**config.mk**
```make
export PLATFORM = sky130hd
export DESIGN_NAME = l2_ras_ecc_poison
export DESIGN_NICKNAME = d
export VERILOG_FILES = /design/src/secded32.v /design/src/l2_ras_ecc_poison.v
export VERILOG_INCLUDE_DIRS = /design/src /design/src/src
export SDC_FILE = /design/constraint.sdc
export NUM_CORES = 1
export LEC_CHECK = 0
export BUFFER_PORTS_ARGS = -buffer_cell sky130_fd_sc_hd__buf_2
export CORE_MARGIN = 8
export CORE_UTILIZATION = 40
export CTS_CLUSTER_DIAMETER = 200
export CTS_CLUSTER_SIZE = 40
export DETAILED_ROUTE_END_ITERATION = 8
export HOLD_SLACK_MARGIN = 0.03
export SLEW_MARGIN = 20
export SYNTH_ARGS = -nofsm -noshare
export SYNTH_HDL_FRONTEND = slang
export SYNTH_SLANG_ARGS = --single-unit
```
**constraint.sdc**
```tcl
create_clock -name clk -period 3.38 [get_ports clk]
set_clock_uncertainty 0.15 [all_clocks]
set_input_delay 0.169 -clock clk [delete_from_list [all_inputs] [get_ports clk]]
set_output_delay 0.169 -clock clk [all_outputs]
set_load 0.02 [all_outputs]
```
**src/l2_ras_regs.vh**
```
// Purpose: constants for the second-level cache error detection, correction and poisoning block
// Assumes: 32-bit data words with 7 check bits, eight requesting cores
// Notes: offsets are byte addresses on the plain register port
`ifndef L2_RAS_REGS_VH
`define L2_RAS_REGS_VH

// register offsets
`define RA_CTRL 8'h00
`define RA_GESR 8'h04
`define RA_DIR 8'h08
`define RA_CESR_BASE 3'h1

// control: error_target_core_register
`define CTRL_CE_EN 0
`define CTRL_UE_EN 1
`define CTRL_CORE_LO 8
`define CTRL_CORE_HI 10
`define CTRL_MASK 32'h00000703
`define CTRL_RESET 32'h00000000

// global error_status_register fields
`define G_IO_CE 0
`define G_IO_UE 1
`define G_CORE_UE 2
`define G_TAG_CE 3
`define G_ST_CE 4
`define G_ST_UE 5
`define G_FB_CE 6
`define G_FB_UE 7
`define G_WB_CE 8
`define G_WB_UE 9
`define G_IO_WRITE_BUFFER_CE 10
`define G_IO_WRITE_BUFFER_UE 11
`define G_POISON 12
`define G_DIR_PAR 13
`define G_SYN_LO 16
`define G_SYN_HI 22

// per-core error_status_register fields
`define C_CE 0
`define C_ND 2
`define C_SYN_LO 8
`define C_SYN_HI 14

// directory status register fields
`define D_FATAL 8

// check sources
`define SRC_CORE 3'h0
`define SRC_IO 3'h1
`define SRC_TAG 3'h2
`define SRC_STATE 3'h3
`define SRC_FILL 3'h4
`define SRC_WB 3'h5
`define SRC_IO_WRITE_BUFFER 3'h6

// core request kinds
`define KIND_LOAD 2'h0
`define KIND_IFETCH 2'h1
`define KIND_ATOMIC 2'h2
`define KIND_STORE 2'h3

// return packet error code, bits 139:138 of the return packet
`define ERR_PKT_HI 139
`define ERR_PKT_LO 138
`define ERR_NONE 2'h0
`define ERR_CE 2'h1
`define ERR_UE 2'h2
`define ERR_ND 2'h3

// repair targets
`define FIX_DATA 2'h0
`define FIX_TAG 2'h1
`define FIX_STATE 2'h2

// check code geometry
`define DATA_W 32
`define ECC_W 7
`define SYN_POISON 7'h7F
`define HAM_LAST 38

// unprotected buffers and directory
`define MB_ENTRIES 32
`define FB_TAG_ENTRIES 8
`define BUF_TAG_W 40
`define DIR_W 32
`define DIR_PTR_W 6
`define DIR_LAST 6'h3F

`endif

```
**src/secded32.v**
```verilog
// Purpose: single-error-correct, double-error-detect code over one 32-bit word, with poison decode
// Assumes: check bits [5:0] are hamming positions, bit 6 is overall parity
// Notes: an all-ones syndrome means the word was stored with inverted check bits
`include "l2_ras_regs.vh"

module secded32 (
	// word under check
	input wire [31:0] data_in,
	input wire [6:0] check_in,
	// results
	output wire [6:0] gen_check,
	output reg [31:0] fixed_data,
	output wire [6:0] fixed_check,
	output wire [6:0] syndrome,
	output wire single_err,
	output wire multi_err,
	output wire poisoned
);

function [6:0] encode;
	input [31:0] d;
	integer p;
	integer k;
	integer i;
	reg [6:0] c;
	begin
		c = 7'h00;
		k = 0;
		for (p = 1; p <= `HAM_LAST; p = p + 1) begin
			if ((p & (p - 1)) != 0) begin
				for (i = 0; i < 6; i = i + 1) begin
					if (p[i])
						c[i] = c[i] ^ d[k];
				end
				k = k + 1;
			end
		end
		c[6] = (^d) ^ (^c[5:0]);
		encode = c;
	end
endfunction

integer p;
integer k;

assign gen_check = encode(data_in);
assign syndrome = {(^data_in) ^ (^check_in), gen_check[5:0] ^ check_in[5:0]};
// inverted check bits flip all six hamming bits and the overall bit, so a poisoned word lands on all ones
assign poisoned = (syndrome == `SYN_POISON);
// a single flip in a poisoned word clears the overall bit and so decodes as multi-bit, never as correctable
assign single_err = syndrome[6] & !poisoned & (syndrome[5:0] <= `HAM_LAST);
assign multi_err = (syndrome != 7'h00) & !poisoned & !single_err;
assign fixed_check = encode(fixed_data);

always @* begin
	fixed_data = data_in;
	k = 0;
	for (p = 1; p <= `HAM_LAST; p = p + 1) begin
		if ((p & (p - 1)) != 0) begin
			if (single_err && (syndrome[5:0] == p[5:0]))
				fixed_data[k] = ~data_in[k];
			k = k + 1;
		end
	end
end

endmodule

```
**src/l2_ras_ecc_poison.v**
```verilog
// Purpose: error check, correction, logging and trap requests for a shared second-level cache
// Assumes: one check request per cycle from the cache pipeline, all inputs on clk except rst_b and dbg_init_b
// Notes: outputs are registered, so every answer follows its request by one cycle
//
// The placing of the registers and the strobed register port were decided locally.
`include "l2_ras_regs.vh"

module l2_ras_ecc_poison (
	// clock and reset
	input wire clk,
	input wire rst_b,
	input wire dbg_init_b,
	// register port
	input wire [7:0] reg_addr,
	input wire [31:0] reg_wdata,
	input wire reg_wr,
	input wire reg_rd,
	output reg [31:0] reg_rdata,
	// word check request
	input wire chk_valid,
	input wire [2:0] chk_source,
	input wire [1:0] chk_kind,
	input wire [2:0] chk_core,
	input wire [31:0] chk_data,
	input wire [6:0] chk_ecc,
	// memory return into the fill buffer
	input wire mret_valid,
	input wire [31:0] mret_data,
	input wire mret_ue,
	output reg fbw_valid,
	output reg [31:0] fbw_data,
	output reg [6:0] fbw_ecc,
	// directory background check
	input wire dir_store_issue,
	input wire [31:0] dir_entry,
	input wire dir_parity,
	output reg [5:0] dir_index,
	output reg dir_fatal,
	// core return
	output reg rsp_valid,
	output reg [2:0] rsp_core,
	output reg [31:0] rsp_data,
	output reg [1:0] rsp_err,
	// trap request
	output reg trap_valid,
	output reg [2:0] trap_core,
	output reg trap_precise,
	// array repair and replay
	output reg fix_valid,
	output reg [1:0] fix_target,
	output reg [31:0] fix_data,
	output reg [6:0] fix_ecc,
	output reg replay_req,
	// write toward memory
	output reg mem_wr_valid,
	output reg [31:0] mem_wr_data,
	output reg mem_wr_ue,
	// chip reset request
	output reg warm_reset_req
);

////////////////////////////////////////////////////////////////////////////////
// storage

reg [31:0] ctrl;
reg [31:0] gesr;
reg [31:0] core_esr [0:7];
reg dbg_meta;
reg dbg_sync;
integer n;

////////////////////////////////////////////////////////////////////////////////
// checkers

wire [31:0] c_data;
wire [6:0] c_fix_ecc;
wire [6:0] c_syn;
wire c_ce;
wire c_ue;
wire c_pois;
wire [6:0] f_gen;

// the same decoder serves every source; the source code picks the reaction
secded32 u_check (
	.data_in(chk_data),
	.check_in(chk_ecc),
	.gen_check(),
	.fixed_data(c_data),
	.fixed_check(c_fix_ecc),
	.syndrome(c_syn),
	.single_err(c_ce),
	.multi_err(c_ue),
	.poisoned(c_pois)
);

secded32 u_fill_enc (
	.data_in(mret_data),
	.check_in(7'h00),
	.gen_check(f_gen),
	.fixed_data(),
	.fixed_check(),
	.syndrome(),
	.single_err(),
	.multi_err(),
	.poisoned()
);

////////////////////////////////////////////////////////////////////////////////
// reaction to one checked word

wire [2:0] steer = ctrl[`CTRL_CORE_HI:`CTRL_CORE_LO];
wire ce_en = ctrl[`CTRL_CE_EN];
wire ue_en = ctrl[`CTRL_UE_EN];
wire is_store = (chk_kind == `KIND_STORE);
wire dir_bad = dir_store_issue & (^{dir_entry, dir_parity});

reg [31:0] g_set;
reg [31:0] c_set;
reg next_trap;
reg [2:0] next_trap_core;
reg next_precise;
reg next_rsp;
reg next_fix;
reg [1:0] next_fix_target;
reg [31:0] next_fix_data;
reg [6:0] next_fix_ecc;
reg next_replay;
reg next_mem_wr;
reg next_warm;
reg [1:0] err_code;

always @* begin
	g_set = 32'h00000000;
	c_set = 32'h00000000;
	next_trap = 1'b0;
	next_trap_core = steer;
	next_precise = 1'b0;
	next_rsp = 1'b0;
	next_fix = 1'b0;
	next_fix_target = `FIX_DATA;
	next_fix_data = c_data;
	next_fix_ecc = c_fix_ecc;
	next_replay = 1'b0;
	next_mem_wr = 1'b0;
	next_warm = 1'b0;
	if (c_pois)
		err_code = `ERR_ND;
	else if (c_ue)
		err_code = `ERR_UE;
	else if (c_ce)
		err_code = `ERR_CE;
	else
		err_code = `ERR_NONE;
	if (chk_valid) begin
		case (chk_source)
			`SRC_CORE: begin
				next_trap_core = chk_core;
				next_precise = !is_store;
				next_rsp = !is_store;
				if (c_ce) begin
					c_set[`C_CE] = 1'b1;
					next_trap = ce_en;
				end
				if (c_ue) begin
					g_set[`G_CORE_UE] = 1'b1;
					next_trap = ue_en;
				end
				if (c_pois) begin
					c_set[`C_ND] = 1'b1;
					g_set[`G_POISON] = 1'b1;
					next_trap = ue_en;
				end
			end
			`SRC_IO: begin
				if (c_ce) begin
					g_set[`G_IO_CE] = 1'b1;
					next_trap = ce_en;
					next_fix = 1'b1;
				end
				if (c_ue) begin
					g_set[`G_IO_UE] = 1'b1;
					next_trap = ue_en;
				end
				if (c_pois) begin
					g_set[`G_POISON] = 1'b1;
					next_trap = ue_en;
				end
			end
			`SRC_TAG: begin
				// double flips in a tag are not looked for
				if (c_ce) begin
					g_set[`G_TAG_CE] = 1'b1;
					next_trap = ce_en;
					next_fix = 1'b1;
					next_fix_target = `FIX_TAG;
					next_replay = 1'b1;
				end
			end
			`SRC_STATE: begin
				if (c_ce) begin
					g_set[`G_ST_CE] = 1'b1;
					next_trap = ce_en;
					next_fix = 1'b1;
					next_fix_target = `FIX_STATE;
					next_replay = 1'b1;
				end
				if (c_ue || c_pois) begin
					g_set[`G_ST_UE] = 1'b1;
					next_warm = 1'b1;
				end
			end
			`SRC_FILL: begin
				// fill always writes the array; poisoned words keep their inverted check bits
				next_fix = 1'b1;
				if (!c_ce) begin
					next_fix_data = chk_data;
					next_fix_ecc = chk_ecc;
				end
				if (c_ce) begin
					g_set[`G_FB_CE] = 1'b1;
					next_trap = ce_en;
				end
				if (c_ue || c_pois) begin
					g_set[`G_FB_UE] = 1'b1;
					next_trap = ue_en;
				end
			end
			`SRC_WB, `SRC_IO_WRITE_BUFFER: begin
				next_mem_wr = 1'b1;
				if (c_ce) begin
					g_set[(chk_source == `SRC_WB) ? `G_WB_CE : `G_IO_WRITE_BUFFER_CE] = 1'b1;
					next_trap = ce_en;
				end
				if (c_ue || c_pois) begin
					g_set[(chk_source == `SRC_WB) ? `G_WB_UE : `G_IO_WRITE_BUFFER_UE] = 1'b1;
					next_trap = ue_en;
				end
			end
			default: begin
				next_trap = 1'b0;
			end
		endcase
	end
	if (dir_bad)
		g_set[`G_DIR_PAR] = 1'b1;
end

////////////////////////////////////////////////////////////////////////////////
// register port

wire wr_ctrl = reg_wr && (reg_addr == `RA_CTRL);
wire wr_gesr = reg_wr && (reg_addr == `RA_GESR);
wire wr_dir = reg_wr && (reg_addr == `RA_DIR);
wire cesr_hit = (reg_addr[7:5] == `RA_CESR_BASE) && (reg_addr[1:0] == 2'h0);
wire [2:0] cesr_sel = reg_addr[4:2];

always @(posedge clk or negedge rst_b) begin
	if (!rst_b) begin
		reg_rdata <= 32'h00000000;
	end else if (reg_rd) begin
		if (reg_addr == `RA_CTRL)
			reg_rdata <= ctrl;
		else if (reg_addr == `RA_GESR)
			reg_rdata <= gesr;
		else if (reg_addr == `RA_DIR)
			reg_rdata <= {16'h0000, 7'h00, dir_fatal, 2'h0, dir_index};
		else if (cesr_hit)
			reg_rdata <= core_esr[cesr_sel];
		else
			reg_rdata <= 32'h00000000;
	end else begin
		reg_rdata <= 32'h00000000;
	end
end

// status bits clear by writing one; a new event in the same cycle wins over the clear
always @(posedge clk or negedge rst_b) begin
	if (!rst_b) begin
		ctrl <= `CTRL_RESET;
		gesr <= 32'h00000000;
		for (n = 0; n < 8; n = n + 1)
			core_esr[n] <= 32'h00000000;
	end else begin
		if (wr_ctrl)
			ctrl <= reg_wdata & `CTRL_MASK;
		gesr <= (gesr & ~(wr_gesr ? reg_wdata : 32'h00000000)) | g_set;
		if (g_set[`G_DIR_PAR - 1:0] != 13'h0000)
			gesr[`G_SYN_HI:`G_SYN_LO] <= c_syn;
		for (n = 0; n < 8; n = n + 1) begin
			if (cesr_hit && reg_wr && (cesr_sel == n[2:0]))
				core_esr[n] <= (core_esr[n] & ~reg_wdata) | ((chk_core == n[2:0]) ? c_set : 32'h00000000);
			else if (chk_core == n[2:0])
				core_esr[n] <= core_esr[n] | c_set;
			if ((chk_core == n[2:0]) && (c_set != 32'h00000000))
				core_esr[n][`C_SYN_HI:`C_SYN_LO] <= c_syn;
		end
	end
end

////////////////////////////////////////////////////////////////////////////////
// directory background parity

always @(posedge clk or negedge rst_b) begin
	if (!rst_b) begin
		dbg_meta <= 1'b1;
		dbg_sync <= 1'b1;
	end else begin
		dbg_meta <= dbg_init_b;
		dbg_sync <= dbg_meta;
	end
end

always @(posedge clk or negedge rst_b) begin
	if (!rst_b) begin
		dir_index <= 6'h00;
		dir_fatal <= 1'b0;
	end else begin
		if (!dbg_sync)
			dir_index <= 6'h00;
		else if (dir_store_issue)
			dir_index <= (dir_index == `DIR_LAST) ? 6'h00 : dir_index + 6'h01;
		if (dir_bad)
			dir_fatal <= 1'b1;
		else if (wr_dir && reg_wdata[`D_FATAL])
			dir_fatal <= 1'b0;
	end
end

////////////////////////////////////////////////////////////////////////////////
// registered answers

always @(posedge clk or negedge rst_b) begin
	if (!rst_b) begin
		fbw_valid <= 1'b0;
		fbw_data <= 32'h00000000;
		fbw_ecc <= 7'h00;
		rsp_valid <= 1'b0;
		rsp_core <= 3'h0;
		rsp_data <= 32'h00000000;
		rsp_err <= `ERR_NONE;
		trap_valid <= 1'b0;
		trap_core <= 3'h0;
		trap_precise <= 1'b0;
		fix_valid <= 1'b0;
		fix_target <= `FIX_DATA;
		fix_data <= 32'h00000000;
		fix_ecc <= 7'h00;
		replay_req <= 1'b0;
		mem_wr_valid <= 1'b0;
		mem_wr_data <= 32'h00000000;
		mem_wr_ue <= 1'b0;
		warm_reset_req <= 1'b0;
	end else begin
		fbw_valid <= mret_valid;
		fbw_data <= mret_data;
		fbw_ecc <= mret_ue ? ~f_gen : f_gen;
		rsp_valid <= next_rsp;
		rsp_core <= chk_core;
		rsp_data <= c_data;
		rsp_err <= err_code;
		trap_valid <= next_trap;
		trap_core <= next_trap_core;
		trap_precise <= next_precise;
		fix_valid <= next_fix;
		fix_target <= next_fix_target;
		fix_data <= next_fix_data;
		fix_ecc <= next_fix_ecc;
		replay_req <= next_replay;
		mem_wr_valid <= next_mem_wr;
		mem_wr_data <= c_data;
		mem_wr_ue <= c_ue | c_pois;
		// once raised the chip is expected to reset this block
		if (next_warm)
			warm_reset_req <= 1'b1;
	end
end

// buffer tags (miss buffer, fill, writeback and I/O write) have no check path here

endmodule

```
==> metrics.txt <==
final wirelength 67.1 mm; DR vias/cell 5.18; layout cell share with drive strength beyond 1 34.1%; cts bufs inserted 15; register area share after synthesis 53.8%; CTS Root Cell clkbuf_16; DP HPWL 47.8 mm; syn_area_per_cell 12.2 µm²; Port Buf Inserts 360; total of max-cap violations 0; fin cells 3066; Die Ht 248 µm; routability cong. 0.898; worst-path maximum fanout 5; Syn Std Cell Area 21500 µm²; core area 53500 µm²; FF+latch count, synth 462; initial antenna violation count 1; worst-margin pin slew 0.895 ns; Reg clk slew, reported paths 0.16 ns; H-tree depth 1; final worst setup slack -0.295 ns; Die W 248 µm; Cells after Synth 1756; CTS tree built; crit path cell chain buf_8, xnor3_1, buf_4, xnor3_1, xnor3_2, nand2_1, or4_4, nor2_4, xor2_4, xnor2_1, xnor3_2, xnor3_1, xnor3_1, mux2_4; setup repair after global routing missed its margin yes; final setup violating endpoints 1; CP most frequent cell xnor3_1; vias in the first global route 16900; leakage 13.0 nW; CP Capture Type register; # IOs 361; post-synth cell types 66; CP arrival 4.01 ns; first-pass GRT wire length 103 mm; gr usage total 21.5%; Starting Density 40.2%; status finished with violations; wl on met1 29.4 mm; Sink Count 462; cell area power density 614 nW/µm²; largest net degree at the start of global routing 102; Startpoint Class input pin; Post-synth ARST share 100%; gr ovfl total 0; Skew-Pair Late Insertion Delay 0.58 ns; Worst Hold Class in2reg; setup TNS -0.295 ns; crit-path max cell delay 0.57 ns; Tmin final 3.67 ns; Cell Rows 85; EDFF count, synth 0; CTS max path bufs 3; final hold vios 0; nets 2528; # DRC 0; Relative slew margins 39.8%; post-DR wirelength/cell 21.9 µm; slowest CP cell or4_4; highest metal used met4; via count 15900; Yosys warning total 0; storage element area 11600 µm²; period utilisation layout 109%; Peak VDD IR 0.566 mV; f_max 0.272 GHz; initial drt markers 1147; met3 routed wirelength 3.87 mm; Area Overhead vs Synth 29.0%; Post-Syn Nets 1918; Placed Cells 2904; failing checks negative setup slack; Synth Flop Type dfrtp_1; final slew viol count 0; DIE AREA 61400 µm²; met2 wire length 32.6 mm; critical path class in2reg; Routed Antenna Nets 0; area occupied by multi-input gates 9760 µm²; layout filler cell count 4709; first-pass detailed-route iteration total 6; required time worst endpoint 3.72 ns
sequential cells by signal, summed over array words and instances (netlist names), 2 cells and up:
signal       cells
ctrl             5
rsp_err          2
rsp_core         3
dir_index        6
fix_data        32
core_esr       256
fbw_data        32
gesr            32
fix_target       2
fbw_ecc          7
reg_rdata       32
mem_wr_data     32
fix_ecc          7
trap_core        3
layer usage:
| layer | up-vias | track usage [%] |
|---|---|---|
| met3 | 61 | 3.41 |
| li1 | 7184 | - |
| met2 | 464 | 36.0 |
| met1 | 8179 | 29.7 |
| met4 | 0 | 4.25 |
| met5 | - | 0 |
cell usage in the layout, fill, tap and decap left out, types with 4 or more instances in the layout:
| cell type | count |
|---|---|
| dfrtp_1 | 460 |
| buf_2 | 356 |
| buf_4 | 234 |
| a21boi_0 | 195 |
| nand2_1 | 176 |
| xnor2_1 | 151 |
| dlygate4sd3_1 | 130 |
| nor2_1 | 78 |
| mux4_2 | 64 |
| o21ai_0 | 62 |
| nand3_1 | 61 |
| xor2_1 | 60 |
| mux2i_1 | 35 |
| a21oi_1 | 31 |
| xnor2_2 | 21 |
| xnor3_1 | 19 |
| mux2_2 | 15 |
| a22o_1 | 15 |
| clkbuf_16 | 15 |
| nand2b_1 | 14 |
| xor2_2 | 13 |
| nor2_2 | 11 |
| nor3_1 | 11 |
| xnor3_2 | 10 |
| buf_12 | 9 |
| xnor2_4 | 8 |
| nor3_2 | 8 |
| inv_1 | 6 |
| a222oi_1 | 6 |
| nor2b_1 | 5 |
| nor4_4 | 4 |
| and3_1 | 4 |
| nor3b_1 | 4 |
| nand3b_1 | 4 |
| buf_6 | 4 |
cell type report:
class,instances,share of cell area [%]
Antenna cell,1,0.00902
Timing Repair Buffer,735,18.4
Tap cell,696,3.14
Inverter,7,0.0947
Multi-Input combinational cell,1145,35.2
Clock inverter,2,0.104
Clock buffer,18,1.39
Sequential cell,462,41.7
final timing paths:
kind / startpoint / to / slack (ns) / cells after the start
max in group asynchronous: rst_b / fix_data[4] / 1.41 / 4
max reg2reg: core_esr[1] / reg_rdata[1] / 0.67 / 7
min in group asynchronous: rst_b / mem_wr_data[22] / 0.54 / 3
min reg2reg: dbg_meta / dbg_sync / 0.21 / 0
max: chk_data[9] / fix_ecc[6] / -0.29 / 14
min: reg_addr[4] / reg_rdata[0] / 0.06 / 4
power by group:
group / switching [W] / total (W) / internal, W / leakage (nW)
sequential: 0.000328 / 0.00656 / 0.00624 / 6.08
clock: 0.00172 / 0.00257 / 0.000852 / 0.203
combinational: 0.00411 / 0.00791 / 0.00380 / 6.69
cell families after synthesis:
family,synth area share (%)
and+or+nand+nor,8.91
xor gates and xnor gates,14.2
adders and majority gates,0.0582
DFF,53.8
muxes,9.17
buffers and inverters,3.33
AOI/OAI and AO/OA,10.6
synthesized netlist by cell type, types with 6 or more instances:
library cell	instances	area share, %
xnor3_1	23	2.4
mux2_2	16	0.84
nor3_1	17	0.40
xnor2_1	170	6.9
mux4_2	64	6.7
inv_1	7	0.12
a21oi_1	33	0.77
clkbuf_1	78	1.4
mux2i_1	35	1.6
xor2_1	70	2.9
xnor2_2	10	0.76
nand3_1	62	1.4
nand2_1	178	3.1
a21boi_0	195	6.8
nand2b_1	16	0.47
nor2_1	87	1.5
a222oi_1	6	0.28
dfrtp_1	460	54
o21ai_0	62	1.4
buf_2	10	0.23
a22o_1	15	0.61
buf_1	17	0.30
buf_4	35	1.2
stage by stage:
| step | total power [W] | cell area [µm²] | worst slack [ns] | utilization (%) | hold WS (ns) |
|---|---|---|---|---|---|
| after floorplan | 0.0110 | 21800 | -0.582 | - | -0.277 |
| after global placement | 0.0139 | 25600 | -0.915 | 47.9 | 0.0549 |
| after detailed placement | 0.0140 | 25600 | -0.961 | 47.9 | 0.0555 |
| after CTS | 0.0169 | 27500 | -0.258 | 51.5 | 0.0328 |
| after global routing | 0.0178 | 27700 | -0.396 | 51.9 | 0.0457 |
| final | 0.0170 | 27700 | -0.295 | 51.9 | 0.0629 |
worst max-delay path: cells and delay by family:
family	cells	cell delay, ns
xor gates and xnor gates	8	2.48
and+or+nand+nor	3	0.87
muxes	1	0.26
buffers and inverters	2	0.22
what timing repair did:
action	4_1_cts	5_1_grt
buffers inserted	7	6
hold endpoints to repair	749	0
resized for setup	23	27
gates cloned	1	0
pin swaps	10	11
setup endpoints to repair	11	14
hold buffers	130	0
Power figures use the tool's default switching activity.
